[src/hdl/phy_an_cfg.svh]
// Behaviour
// identifier low word fixed, writes ignored
// advertise next page bit, writable, resets zero
// advertise remote fault bit, writable, resets zero
// pause field resets to symmetric pause
// four pair technology bit reads zero
// four duplex ability flags writable, reset one
// partner acknowledge reads one after word received
// partner remote fault from received base page
// parallel detection fault latched until read
// partner next page ability shown in expansion
// local next page able always reads one
// page received latched high on new page
// partner auto-negotiation able shown live
// next page follows bit, writable, resets zero
// message page bit, writable, resets one
// will comply bit, writable, resets zero
// toggle bit mirrors previous transmitted toggle
// latched bits hold until read, then follow
`ifndef PHY_AN_CFG_SVH
`define PHY_AN_CFG_SVH

// register indices; byte address is four times the index
`define IDX_ID_LOW      16'h0106
`define IDX_ADV         16'h0108
`define IDX_PARTNER     16'h010a
`define IDX_EXP         16'h010c
`define IDX_NP          16'h010e
`define IDX_IRQ_STAT    16'h0140
`define IDX_IRQ_MASK    16'h0141

// advertisement fields
`define ADV_NP_BIT      15
`define ADV_RF_BIT      13
`define ADV_PAUSE_HI    11
`define ADV_PAUSE_LO    10
`define ADV_T4_BIT      9
`define ADV_TECH_HI     8
`define ADV_TECH_LO     5
`define ADV_RST         16'h05e1
`define ADV_WMASK       16'hadff

// partner ability fields
`define LP_NP_BIT       15
`define LP_ACK_BIT      14
`define LP_RF_BIT       13

// expansion fields
`define EXP_PDF_BIT     4
`define EXP_LPNP_BIT    3
`define EXP_NPA_BIT     2
`define EXP_PR_BIT      1
`define EXP_LPAN_BIT    0

// next page fields
`define NP_MORE_BIT     15
`define NP_MSG_BIT      13
`define NP_ACK2_BIT     12
`define NP_TOG_BIT      11
`define NP_RST          16'h2001
`define NP_WMASK        16'hb7ff

// interrupt status layout
`define IRQ_PAGE_BIT    0
`define IRQ_FAULT_BIT   1
`define IRQ_BASE_BIT    2
`define IRQ_W           3

`endif

[src/hdl/phy_an_pkg.sv]
package phy_an_pkg;

  // events and levels from the arbitration logic
  typedef struct packed {
    logic        page_rx;          // one-cycle pulse, new page from partner
    logic        page_is_base;     // qualifies page_rx as base page
    logic        par_fault;        // one-cycle pulse, parallel detection fault
    logic        partner_an_able;  // level, partner can auto-negotiate
    logic        tx_toggle;        // level, toggle of previous sent word
    logic [15:0] page_word;        // received link code word
  } an_event_t;

  // one-hot register select
  typedef enum logic [7:0] {
    SEL_NONE     = 8'h01,
    SEL_ID_LOW   = 8'h02,
    SEL_ADV      = 8'h04,
    SEL_PARTNER  = 8'h08,
    SEL_EXP      = 8'h10,
    SEL_NP       = 8'h20,
    SEL_IRQ_STAT = 8'h40,
    SEL_IRQ_MASK = 8'h80
  } reg_sel_t;

endpackage : phy_an_pkg

[src/hdl/phy_autoneg_register_bank.sv]
`timescale 1ns/100ps
`include "phy_an_cfg.svh"
module phy_autoneg_register_bank
  import phy_an_pkg::*;
#(
  parameter int          ADDR_W = 12,       // apb address width
  parameter logic [15:0] ID_LOW = 16'h5a5a  // arbitrary identifier value
) (
  input  wire logic              clk,      // core clock, 100 MHz
  input  wire logic              rst_n,    // synchronous reset, active low
  input  wire logic [ADDR_W-1:0] paddr,    // apb byte address
  input  wire logic              psel,     // apb select
  input  wire logic              penable,  // apb enable
  input  wire logic              pwrite,   // apb direction
  input  wire logic [31:0]       pwdata,   // apb write data
  output logic      [31:0]       prdata,   // apb read data
  output logic                   pready,   // apb ready
  output logic                   pslverr,  // apb error, unmapped address
  input  wire an_event_t         an_evt,   // arbitration events
  output logic      [15:0]       adv_word, // advertised base page
  output logic      [15:0]       np_word,  // next page to transmit
  output logic                   irq       // level interrupt
);

  localparam logic [ADDR_W-1:0] A_ID   = ADDR_W'(`IDX_ID_LOW * 4);
  localparam logic [ADDR_W-1:0] A_ADV  = ADDR_W'(`IDX_ADV * 4);
  localparam logic [ADDR_W-1:0] A_LP   = ADDR_W'(`IDX_PARTNER * 4);
  localparam logic [ADDR_W-1:0] A_EXP  = ADDR_W'(`IDX_EXP * 4);
  localparam logic [ADDR_W-1:0] A_NP   = ADDR_W'(`IDX_NP * 4);
  localparam logic [ADDR_W-1:0] A_ISTA = ADDR_W'(`IDX_IRQ_STAT * 4);
  localparam logic [ADDR_W-1:0] A_IMSK = ADDR_W'(`IDX_IRQ_MASK * 4);

  reg_sel_t            sel;
  logic                setup_ph;
  logic                access_ph;
  logic                wr_acc;
  logic                rd_acc;
  logic [15:0]         adv_r;
  logic [15:0]         np_r;
  logic [15:0]         partner_r;
  logic                toggle_r;
  logic                lpan_r;
  logic [1:0]          exp_set;
  logic [1:0]          exp_clr;
  logic [1:0]          exp_q;
  logic [`IRQ_W-1:0]   ist_set;
  logic [`IRQ_W-1:0]   ist_clr;
  logic [`IRQ_W-1:0]   ist_q;
  logic [`IRQ_W-1:0]   imask_r;
  logic [15:0]         exp_val;
  logic [31:0]         rd_nxt;
  logic [31:0]         prdata_r;
  logic                pslverr_r;

  // address decode into a one-hot select
  always_comb begin
    case (paddr)
      A_ID:    sel = SEL_ID_LOW;
      A_ADV:   sel = SEL_ADV;
      A_LP:    sel = SEL_PARTNER;
      A_EXP:   sel = SEL_EXP;
      A_NP:    sel = SEL_NP;
      A_ISTA:  sel = SEL_IRQ_STAT;
      A_IMSK:  sel = SEL_IRQ_MASK;
      default: sel = SEL_NONE;
    endcase
  end

  // apb phases; every access completes without wait states
  assign setup_ph  = psel & ~penable;
  assign access_ph = psel & penable;
  assign wr_acc    = access_ph & pwrite;
  assign rd_acc    = access_ph & ~pwrite;
  assign pready    = 1'b1;

  // advertisement: writable fields only, t4 and reserved stay zero
  always_ff @(posedge clk) begin
    if (!rst_n) begin
      adv_r <= `ADV_RST;
    end else if (wr_acc && sel == SEL_ADV) begin
      adv_r <= pwdata[15:0] & `ADV_WMASK;
    end
  end

  // local next page: toggle is kept apart and never written
  always_ff @(posedge clk) begin
    if (!rst_n) begin
      np_r <= `NP_RST;
    end else if (wr_acc && sel == SEL_NP) begin
      np_r <= pwdata[15:0] & `NP_WMASK;
    end
  end

  // toggle of the previously transmitted code word
  always_ff @(posedge clk) begin
    if (!rst_n) begin
      toggle_r <= 1'b0;
    end else begin
      toggle_r <= an_evt.tx_toggle;
    end
  end

  // partner base page capture, acknowledge forced once received
  always_ff @(posedge clk) begin
    if (!rst_n) begin
      partner_r <= 16'h0000;
    end else if (an_evt.page_rx && an_evt.page_is_base) begin
      partner_r             <= an_evt.page_word;
      partner_r[`LP_ACK_BIT] <= 1'b1;
    end
  end

  // partner auto-negotiation ability, live level
  always_ff @(posedge clk) begin
    if (!rst_n) begin
      lpan_r <= 1'b0;
    end else begin
      lpan_r <= an_evt.partner_an_able;
    end
  end

  // latched expansion bits: bit 1 page received, bit 0 fault
  assign exp_set = {an_evt.page_rx, an_evt.par_fault};
  assign exp_clr = {2{rd_acc && sel == SEL_EXP}};

  sticky_bits #(
    .W (2)
  ) u_exp_latch (
    .clk   (clk),
    .rst_n (rst_n),
    .set   (exp_set),
    .clr   (exp_clr),
    .q     (exp_q)
  );

  // expansion value as software sees it
  always_comb begin
    exp_val                = 16'h0000;
    exp_val[`EXP_PDF_BIT]  = exp_q[0];
    exp_val[`EXP_LPNP_BIT] = partner_r[`LP_NP_BIT];
    exp_val[`EXP_NPA_BIT]  = 1'b1;
    exp_val[`EXP_PR_BIT]   = exp_q[1];
    exp_val[`EXP_LPAN_BIT] = lpan_r;
  end

  // interrupt status: sticky, write one to clear
  always_comb begin
    ist_set                 = '0;
    ist_set[`IRQ_PAGE_BIT]  = an_evt.page_rx;
    ist_set[`IRQ_FAULT_BIT] = an_evt.par_fault;
    ist_set[`IRQ_BASE_BIT]  = an_evt.page_rx & an_evt.page_is_base;
  end
  assign ist_clr = (wr_acc && sel == SEL_IRQ_STAT) ? pwdata[`IRQ_W-1:0] : '0;

  sticky_bits #(
    .W (`IRQ_W)
  ) u_irq_status (
    .clk   (clk),
    .rst_n (rst_n),
    .set   (ist_set),
    .clr   (ist_clr),
    .q     (ist_q)
  );

  // interrupt mask
  always_ff @(posedge clk) begin
    if (!rst_n) begin
      imask_r <= '0;
    end else if (wr_acc && sel == SEL_IRQ_MASK) begin
      imask_r <= pwdata[`IRQ_W-1:0];
    end
  end

  assign irq = |(ist_q & imask_r);

  // read mux, sampled in the setup phase
  always_comb begin
    rd_nxt = 32'h0000_0000;
    case (sel)
      SEL_ID_LOW:   rd_nxt[15:0] = ID_LOW;
      SEL_ADV:      rd_nxt[15:0] = adv_r;
      SEL_PARTNER:  rd_nxt[15:0] = partner_r;
      SEL_EXP:      rd_nxt[15:0] = exp_val;
      SEL_NP:       rd_nxt[15:0] = np_word;
      SEL_IRQ_STAT: rd_nxt[`IRQ_W-1:0] = ist_q;
      SEL_IRQ_MASK: rd_nxt[`IRQ_W-1:0] = imask_r;
      default:      rd_nxt = 32'h0000_0000;
    endcase
  end

  // read data and error flop, valid through the access phase
  always_ff @(posedge clk) begin
    if (!rst_n) begin
      prdata_r  <= 32'h0000_0000;
      pslverr_r <= 1'b0;
    end else if (setup_ph) begin
      prdata_r  <= pwrite ? 32'h0000_0000 : rd_nxt;
      pslverr_r <= (sel == SEL_NONE);
    end
  end

  assign prdata   = prdata_r;
  assign pslverr  = pslverr_r & access_ph;
  assign adv_word = adv_r;
  assign np_word  = {np_r[15:12], toggle_r, np_r[10:0]};
endmodule : phy_autoneg_register_bank

[src/hdl/sticky_bits.sv]
`timescale 1ns/100ps
// bank of set-dominant sticky bits
module sticky_bits #(
  parameter int W = 2
) (
  input  wire logic         clk,    // core clock
  input  wire logic         rst_n,  // synchronous reset, active low
  input  wire logic [W-1:0] set,    // set pulses
  input  wire logic [W-1:0] clr,    // clear pulses
  output logic      [W-1:0] q       // sticky values
);

  // set wins over a clear in the same cycle
  genvar i;
  generate
    for (i = 0; i < W; i++) begin : g_bit
      always_ff @(posedge clk) begin
        if (!rst_n) begin
          q[i] <= 1'b0;
        end else begin
          q[i] <= set[i] | (q[i] & ~clr[i]);
        end
      end
    end
  endgenerate

endmodule : sticky_bits

[config.mk]
export PLATFORM = sky130hd
export DESIGN_NAME = phy_autoneg_register_bank
export DESIGN_NICKNAME = d
export VERILOG_FILES = /design/src/hdl/phy_an_pkg.sv /design/src/hdl/phy_autoneg_register_bank.sv /design/src/hdl/sticky_bits.sv
export VERILOG_INCLUDE_DIRS = /design/src /design/src/hdl
export SDC_FILE = /design/constraint.sdc
export NUM_CORES = 1
export LEC_CHECK = 0
export ABC_CLOCK_PERIOD_IN_PS = 2900
export BUFFER_PORTS_ARGS = -buffer_cell sky130_fd_sc_hd__buf_2
export CAP_MARGIN = 10
export CELL_PAD_IN_SITES_DETAIL_PLACEMENT = 1
export CELL_PAD_IN_SITES_GLOBAL_PLACEMENT = 2
export CORE_MARGIN = 1.5
export CORE_UTILIZATION = 26
export DETAILED_ROUTE_END_ITERATION = 12
export HOLD_SLACK_MARGIN = 0.05
export PLACE_DENSITY = 0.88
export SLEW_MARGIN = 40
export SYNTH_ARGS = -nofsm -noshare
export SYNTH_HDL_FRONTEND = slang
export SYNTH_SLANG_ARGS = --single-unit
[constraint.sdc]
create_clock -name clk -period 2.9 [get_ports clk]
set_clock_uncertainty 0.2 [all_clocks]
set_input_delay 0.58 -clock clk [delete_from_list [all_inputs] [get_ports clk]]
set_output_delay 0.58 -clock clk [all_outputs]
set_load 0.05 [all_outputs]
==> metrics, run 1 <==
worst skew pair latency 0.33 ns; H-tree levels 3; total negative slack 0 ns; unrepaired setup endpoints after global routing false; Hold Crit Class reg -> reg; Cells after Synth 408; Final Hold Vio Count 0; largest net degree at the start of global routing 42; Reg-to-Reg Start np_r[0]; Tcrit/Tclk final 84.1%; Core Area 12500 um2; share of cells above drive strength 1 27.9%; max_cap viols 0; Avg Cell Area, Syn 8.11 um2; fraction of registers with async set/reset 0%; #FFs+latches synth 70; final number of setup-violating endpoints 0; initial antenna violation count 0; Total Wirelength 11900 um; final non-filler cell total 677; Max stage delay on crit path 0.57 ns; # resized after CTS 0; number of global-route vias before repair 3384; CTS tree built; Row Count 41; Yosys Warn Count 0; Placed Cells incl. Taps 661; pwr dens 571 nW/um2; Max rail drop VDD 215 uV; Nets 570; CTS Sinks 70; sequential share of the synthesized area 42.4%; CP max-delay cell nand3_1; GRT Util Overall 18.0%; Vias 3323; vias per cell 4.91; pre-CTS setup slack 0.267 ns; post-route worst setup slack 0.462 ns; Netlist cell types 51; Setup Fix Bufs, Post-CTS 0; R2R cell count 4; drt initial violations 272; Initial DRT Pass Iterations 4; Die X 116 um; diodes inserted 0; Most Frequent Cell on Critical Path nand3_1; root buf cell clkbuf_16; Post-DRT Antenna Nets 0; critical path class in -> reg; worst endpoint required time 2.89 ns; first-pass GRT wire length 18400 um; Clk pin slew, worst setup/hold paths 0.06 ns; Post-synth EDFFs 0; initial core utilization 26.4%; Die Ht 116 um; cell depth of the worst hold path 2; critical-path cell list buf_2 > nor4_2 > nand3_1 > o21ai_0 > nand3_1; drt drc 0; Worst Setup End Kind flop; routability cong. 0.816; routed length per instance 17.6 um; worst-path fanout max 15; r2r endpoint prdata[0]; Worst Max-Slew Pin Slew 0.683 ns; die area 13400 um2; port bufs 97; cts hold-fix bufs 0; status completed; Pins Over Slew Limit 0; hpwl dp 8760 um; I/O pin count 137; Overflow after GRT 0; Relative slew margins 54.4%; most common flop cell mapped by yosys dfxtp_1; hold_sp pslverr_r; Peak Freq 0.410 GHz; Area growth syn-to-layout 28.0%; CTS max path bufs 2; CTS Buf Count 9; crit path DAT 2.42 ns; FF-to-FF setup slack 1.29 ns; fin crit period 2.44 ns; Pleak 1.68 nW; CP startpoint kind primary input; Worst Hold End pslverr_r; mapped cell area 3310 um2
==> per-stage QoR <==
stage / instance area, um2 / hold slack (ns) / utilization, % / power [mW]
6_report: 4240 / 0.254 / 33.8 / 2.42
5_1_grt: 4240 / 0.271 / 33.8 / 2.49
4_1_cts: 4240 / 0.255 / 33.8 / 2.43
3_5_place_dp: 3910 / 0.248 / 31.2 / 1.24
3_3_place_gp: 3910 / 0.238 / 31.2 / 1.24
2_1_floorplan: 3380 / 0.232 / - / 1.18
==> layout by cell type (no fill, tap or decap), types with 3 or more instances in the layout <==
cell,synthesis,final
buf_2,6,97
dfxtp_1,70,70
nand2_1,55,55
a21oi_1,52,52
o21ai_0,41,41
nand3_1,40,40
conb_1,2,21
buf_4,23,15
and2_1,11,11
clkbuf_16,0,9
inv_1,7,7
a221oi_1,7,7
nor2_1,6,6
o21ai_1,5,5
and3_1,4,4
mux2i_1,4,4
o31ai_1,4,4
nand4_1,4,4
a21boi_0,3,3
==> cell usage after synthesis, types with 3 or more instances <==
cell type | instances | area [um2]
buf_2 | 6 | 30.0
nand2_1 | 55 | 206
and2_1 | 11 | 68.8
nor2_1 | 6 | 22.5
nand3_1 | 40 | 200
buf_4 | 23 | 173
a21oi_1 | 52 | 260
nand4_1 | 4 | 25.0
o31ai_1 | 4 | 30.0
and3_1 | 4 | 25.0
mux2i_1 | 4 | 40.0
a21boi_0 | 3 | 22.5
clkbuf_1 | 21 | 78.8
o21ai_0 | 41 | 205
dfxtp_1 | 70 | 1400
a221oi_1 | 7 | 61.3
o21ai_1 | 5 | 25.0
inv_1 | 7 | 26.3
==> state kept, by name (all words and copies together) (netlist names) <==
| name | flops |
|---|---|
| toggle_r | 1 |
| np_r | 14 |
| u_irq_status.q | 3 |
| pslverr_r | 1 |
| imask_r | 3 |
| prdata | 16 |
| u_exp_latch.q | 2 |
| adv_word | 13 |
| partner_r | 16 |
| lpan_r | 1 |
==> how the worst max path moves through the flow <==
stage / end / cells past startpoint / slack (ns) / startpoint
finish: adv_word[0] / 5 / 0.46 / paddr[2]
global route: adv_word[0] / 5 / 0.41 / paddr[2]
CTS: adv_word[0] / 5 / 0.49 / paddr[2]
detailed placement: adv_word[0] / 5 / 0.27 / paddr[2]
global placement: adv_word[7] / 5 / 0.38 / paddr[2]
floorplan: u_irq_status.q[2] / 4 / 0.64 / paddr[6]
==> per-layer routing <==
metal	track usage, %	vias up	wire, um
met1	23.1	1617	5180
li1	-	1598	-
met3	3.40	14	626
met5	0	-	0
met4	6.42	0	174
met2	30.4	94	5940
==> where the power goes <==
group / switching, mW / internal, mW / total, mW
clock: 0.423 / 0.773 / 1.20
combinational: 0.169 / 0.0632 / 0.232
sequential: 0.0106 / 0.980 / 0.990
==> final cells by class <==
| type | count | area (um2) |
|---|---|---|
| fill | 1564 | 8280 |
| multi-input combinational | 299 | 1670 |
| sequential | 70 | 1400 |
| timing repair buffer | 112 | 598 |
| clock buffer | 10 | 239 |
| tap | 172 | 215 |
| clock inverter | 6 | 85.1 |
| inverter | 8 | 30.0 |
==> cell families (layout without fill, tap and decap cells) <==
kind of cell    after synthesis  after routing  share of synthesized area (%)
simple gates                143            143                           23.0
compound gates              128            128                           22.5
flops                        70             70                           42.4
buf+inv                      58            136                           9.42
mux                           7              7                           2.57
other cells                   2             21                          0.227
==> worst max-delay path: cells and delay by family <==
kind                   cells  cell delay, ns
AO/OA/AOI/OAI              1            0.42
AND/OR/NAND/NOR            3            1.23
buffers and inverters      1            0.18
No activity file was read; power rests on OpenSTA's default activity.
==> run 2, diff against run 1 <==
- ABC_CLOCK_PERIOD_IN_PS: 2900 -> 2200
- CORE_UTILIZATION: 26 -> 24
- PLACE_DENSITY: 0.88 -> 0.86
- clock period: 2.9 -> 2.2 ns (I/O delays scaled with it)
==> run 2 against run 1 <==
  * Core utilization is 1.2 points lower
  * First-iteration DRC count down 26%
  * Sequential share of layout area is 0.88 points lower
  * Non-clock buffer count grew 17
  * Worst hold slack got worse by 0.14 ns
  * Cell count grew 3.1%
  * Flip-flop and latch count stayed put
  * Largest cell class unchanged
==> metrics, run 2 (synthesized netlist as in run 1, its figures left out) <==
Max rail drop VDD 370 uV (was 215 uV); CTS tree built (unchanged); port bufs 97 (unchanged); Total Wirelength 12300 um (was 11900 um); Pleak 1.76 nW (was 1.68 nW); final non-filler cell total 698 (was 677); Row Count 42 (was 41); WHS 0.119 ns (was 0.254 ns); pre-CTS setup slack -0.0991 ns (was 0.267 ns); post-route cell area 4350 um2 (was 4240 um2); number of global-route vias before repair 3558 (was 3384); total negative slack 0 ns (unchanged); initial core utilization 24.8% (was 26.4%); max layer used met4 (unchanged); Worst Setup End Kind flop (unchanged); worst endpoint required time 2.20 ns (was 2.89 ns); worst skew pair latency 0.34 ns (was 0.33 ns); fin util 32.6% (was 33.8%); root buf cell clkbuf_16 (unchanged); commonest cells after routing, fill and taps aside buf_2 (97), dfxtp_1 (70), nand2_1 (55) (unchanged); crit path DAT 1.95 ns (was 2.42 ns); Peak Freq 0.515 GHz; fillers 1626 (was 1564); Pins Over Slew Limit 0 (unchanged); critical path class in -> reg (unchanged); # resized after CTS 0 (unchanged); drt drc 0 (unchanged); cts hold-fix bufs 0 (unchanged); Initial DRT Pass Iterations 4 (unchanged); status completed (unchanged); Post-DRT Antenna Nets 0 (unchanged); unrepaired setup endpoints after global routing false (unchanged); Met2 Wirelength 5940 um (unchanged); diodes inserted 0 (unchanged); CTS Sinks 70 (unchanged); post-route worst setup slack 0.259 ns (was 0.462 ns); hpwl dp 9300 um (was 8760 um); Tcrit/Tclk final 88.2%; initial antenna violation count 0 (unchanged); GRT Util Overall 17.3% (was 18.0%); H-tree levels 3 (unchanged); fin crit period 1.94 ns; Vias 3400 (was 3323); Area growth syn-to-layout 31.5% (was 28.0%); met3 routed WL 822 um (was 626 um); CTS max path bufs 2 (unchanged); Die Ht 120 um (was 116 um); routed length per instance 17.6 um (about the same); first-pass GRT wire length 19200 um (was 18400 um); CP startpoint kind primary input (unchanged); worst-path fanout max 4 (was 15); pwr dens 709 nW/um2 (was 571 nW/um2); final total power 3.09 mW (was 2.42 mW); final number of setup-violating endpoints 0 (unchanged); vias per cell 4.87 (was 4.91); Placed Cells incl. Taps 682 (was 661); Core Area 13300 um2 (was 12500 um2); DRT met1 WL 5380 um (was 5180 um); largest net degree at the start of global routing 42 (unchanged); Hold Crit Class in -> reg (was reg -> reg); Clk pin slew, worst setup/hold paths 0.05 ns (was 0.06 ns); Final Hold Vio Count 0 (unchanged); commonest non-fill, non-tap cell in the layout buf_2 (unchanged); I/O pin count 137 (unchanged); die area 14500 um2 (was 13400 um2); Nets 587 (was 570); max_cap viols 0 (unchanged); post-placement cell area 4060 um2 (was 3910 um2); drt initial violations 202 (was 272); Overflow after GRT 0 (unchanged); Die X 120 um (was 116 um); CTS Buf Count 9 (unchanged); Setup Fix Bufs, Post-CTS 0 (unchanged); share of cells above drive strength 1 29.7% (was 27.9%); routability cong. 0.825 (was 0.816)
==> run 2: changes by cell type in the layout (fill, tap and decap cells not counted) <==
cell,delta
clkinv_2,-1
buf_12,+1
clkbuf_1,+3
clkinv_4,+1
clkinvlp_4,-2
buf_4,+16
bufinv_16,-1
==> run 2: where the power goes <==
| group | switching (mW) | internal [mW] | total [mW] |
|---|---|---|---|
| clock network | 0.547 | 0.909 | 1.46 |
| registers | 0.0144 | 1.29 | 1.31 |
| logic | 0.227 | 0.0958 | 0.323 |
==> run 2: critical path, cell delays in order <==
cell and delay, ns:
buf_2 0.10, or4b_4 0.57, or4_4 0.59, o21ai_1 0.17, a21oi_1 0.08
==> run 2: per-layer routing <==
layer | global-route usage, % | vias to the layer above
met5 | 0 | -
met4 | 6.54 | 0
met3 | 4.72 | 12
met2 | 29.0 | 94
met1 | 21.0 | 1666
li1 | - | 1628
==> run 2: layout make-up <==
| cell class | instances | area (um2) | area share (%) |
|---|---|---|---|
| multi-input cells | 299 | 1670 | 38.3 |
| flip-flops and latches | 70 | 1400 | 32.2 |
| repair buffers | 129 | 738 | 17.0 |
| clock buffers | 13 | 250 | 5.75 |
| well taps | 176 | 220 | 5.06 |
| clock inverters | 3 | 43.8 | 1.01 |
| inverters | 8 | 30.0 | 0.690 |
==> run 2: final timing paths <==
| path | start | endpoint | slack (ns) | cells past startpoint |
|---|---|---|---|---|
| worst max register to register | np_r[0] | prdata[0] | 0.60 | 4 |
| worst max-delay path | paddr[6] | imask_r[0] | 0.26 | 5 |
| worst min register to register | prdata[8] | prdata[8] | 0.25 | 2 |
| worst min-delay path | an_evt[16] | toggle_r | 0.12 | 2 |
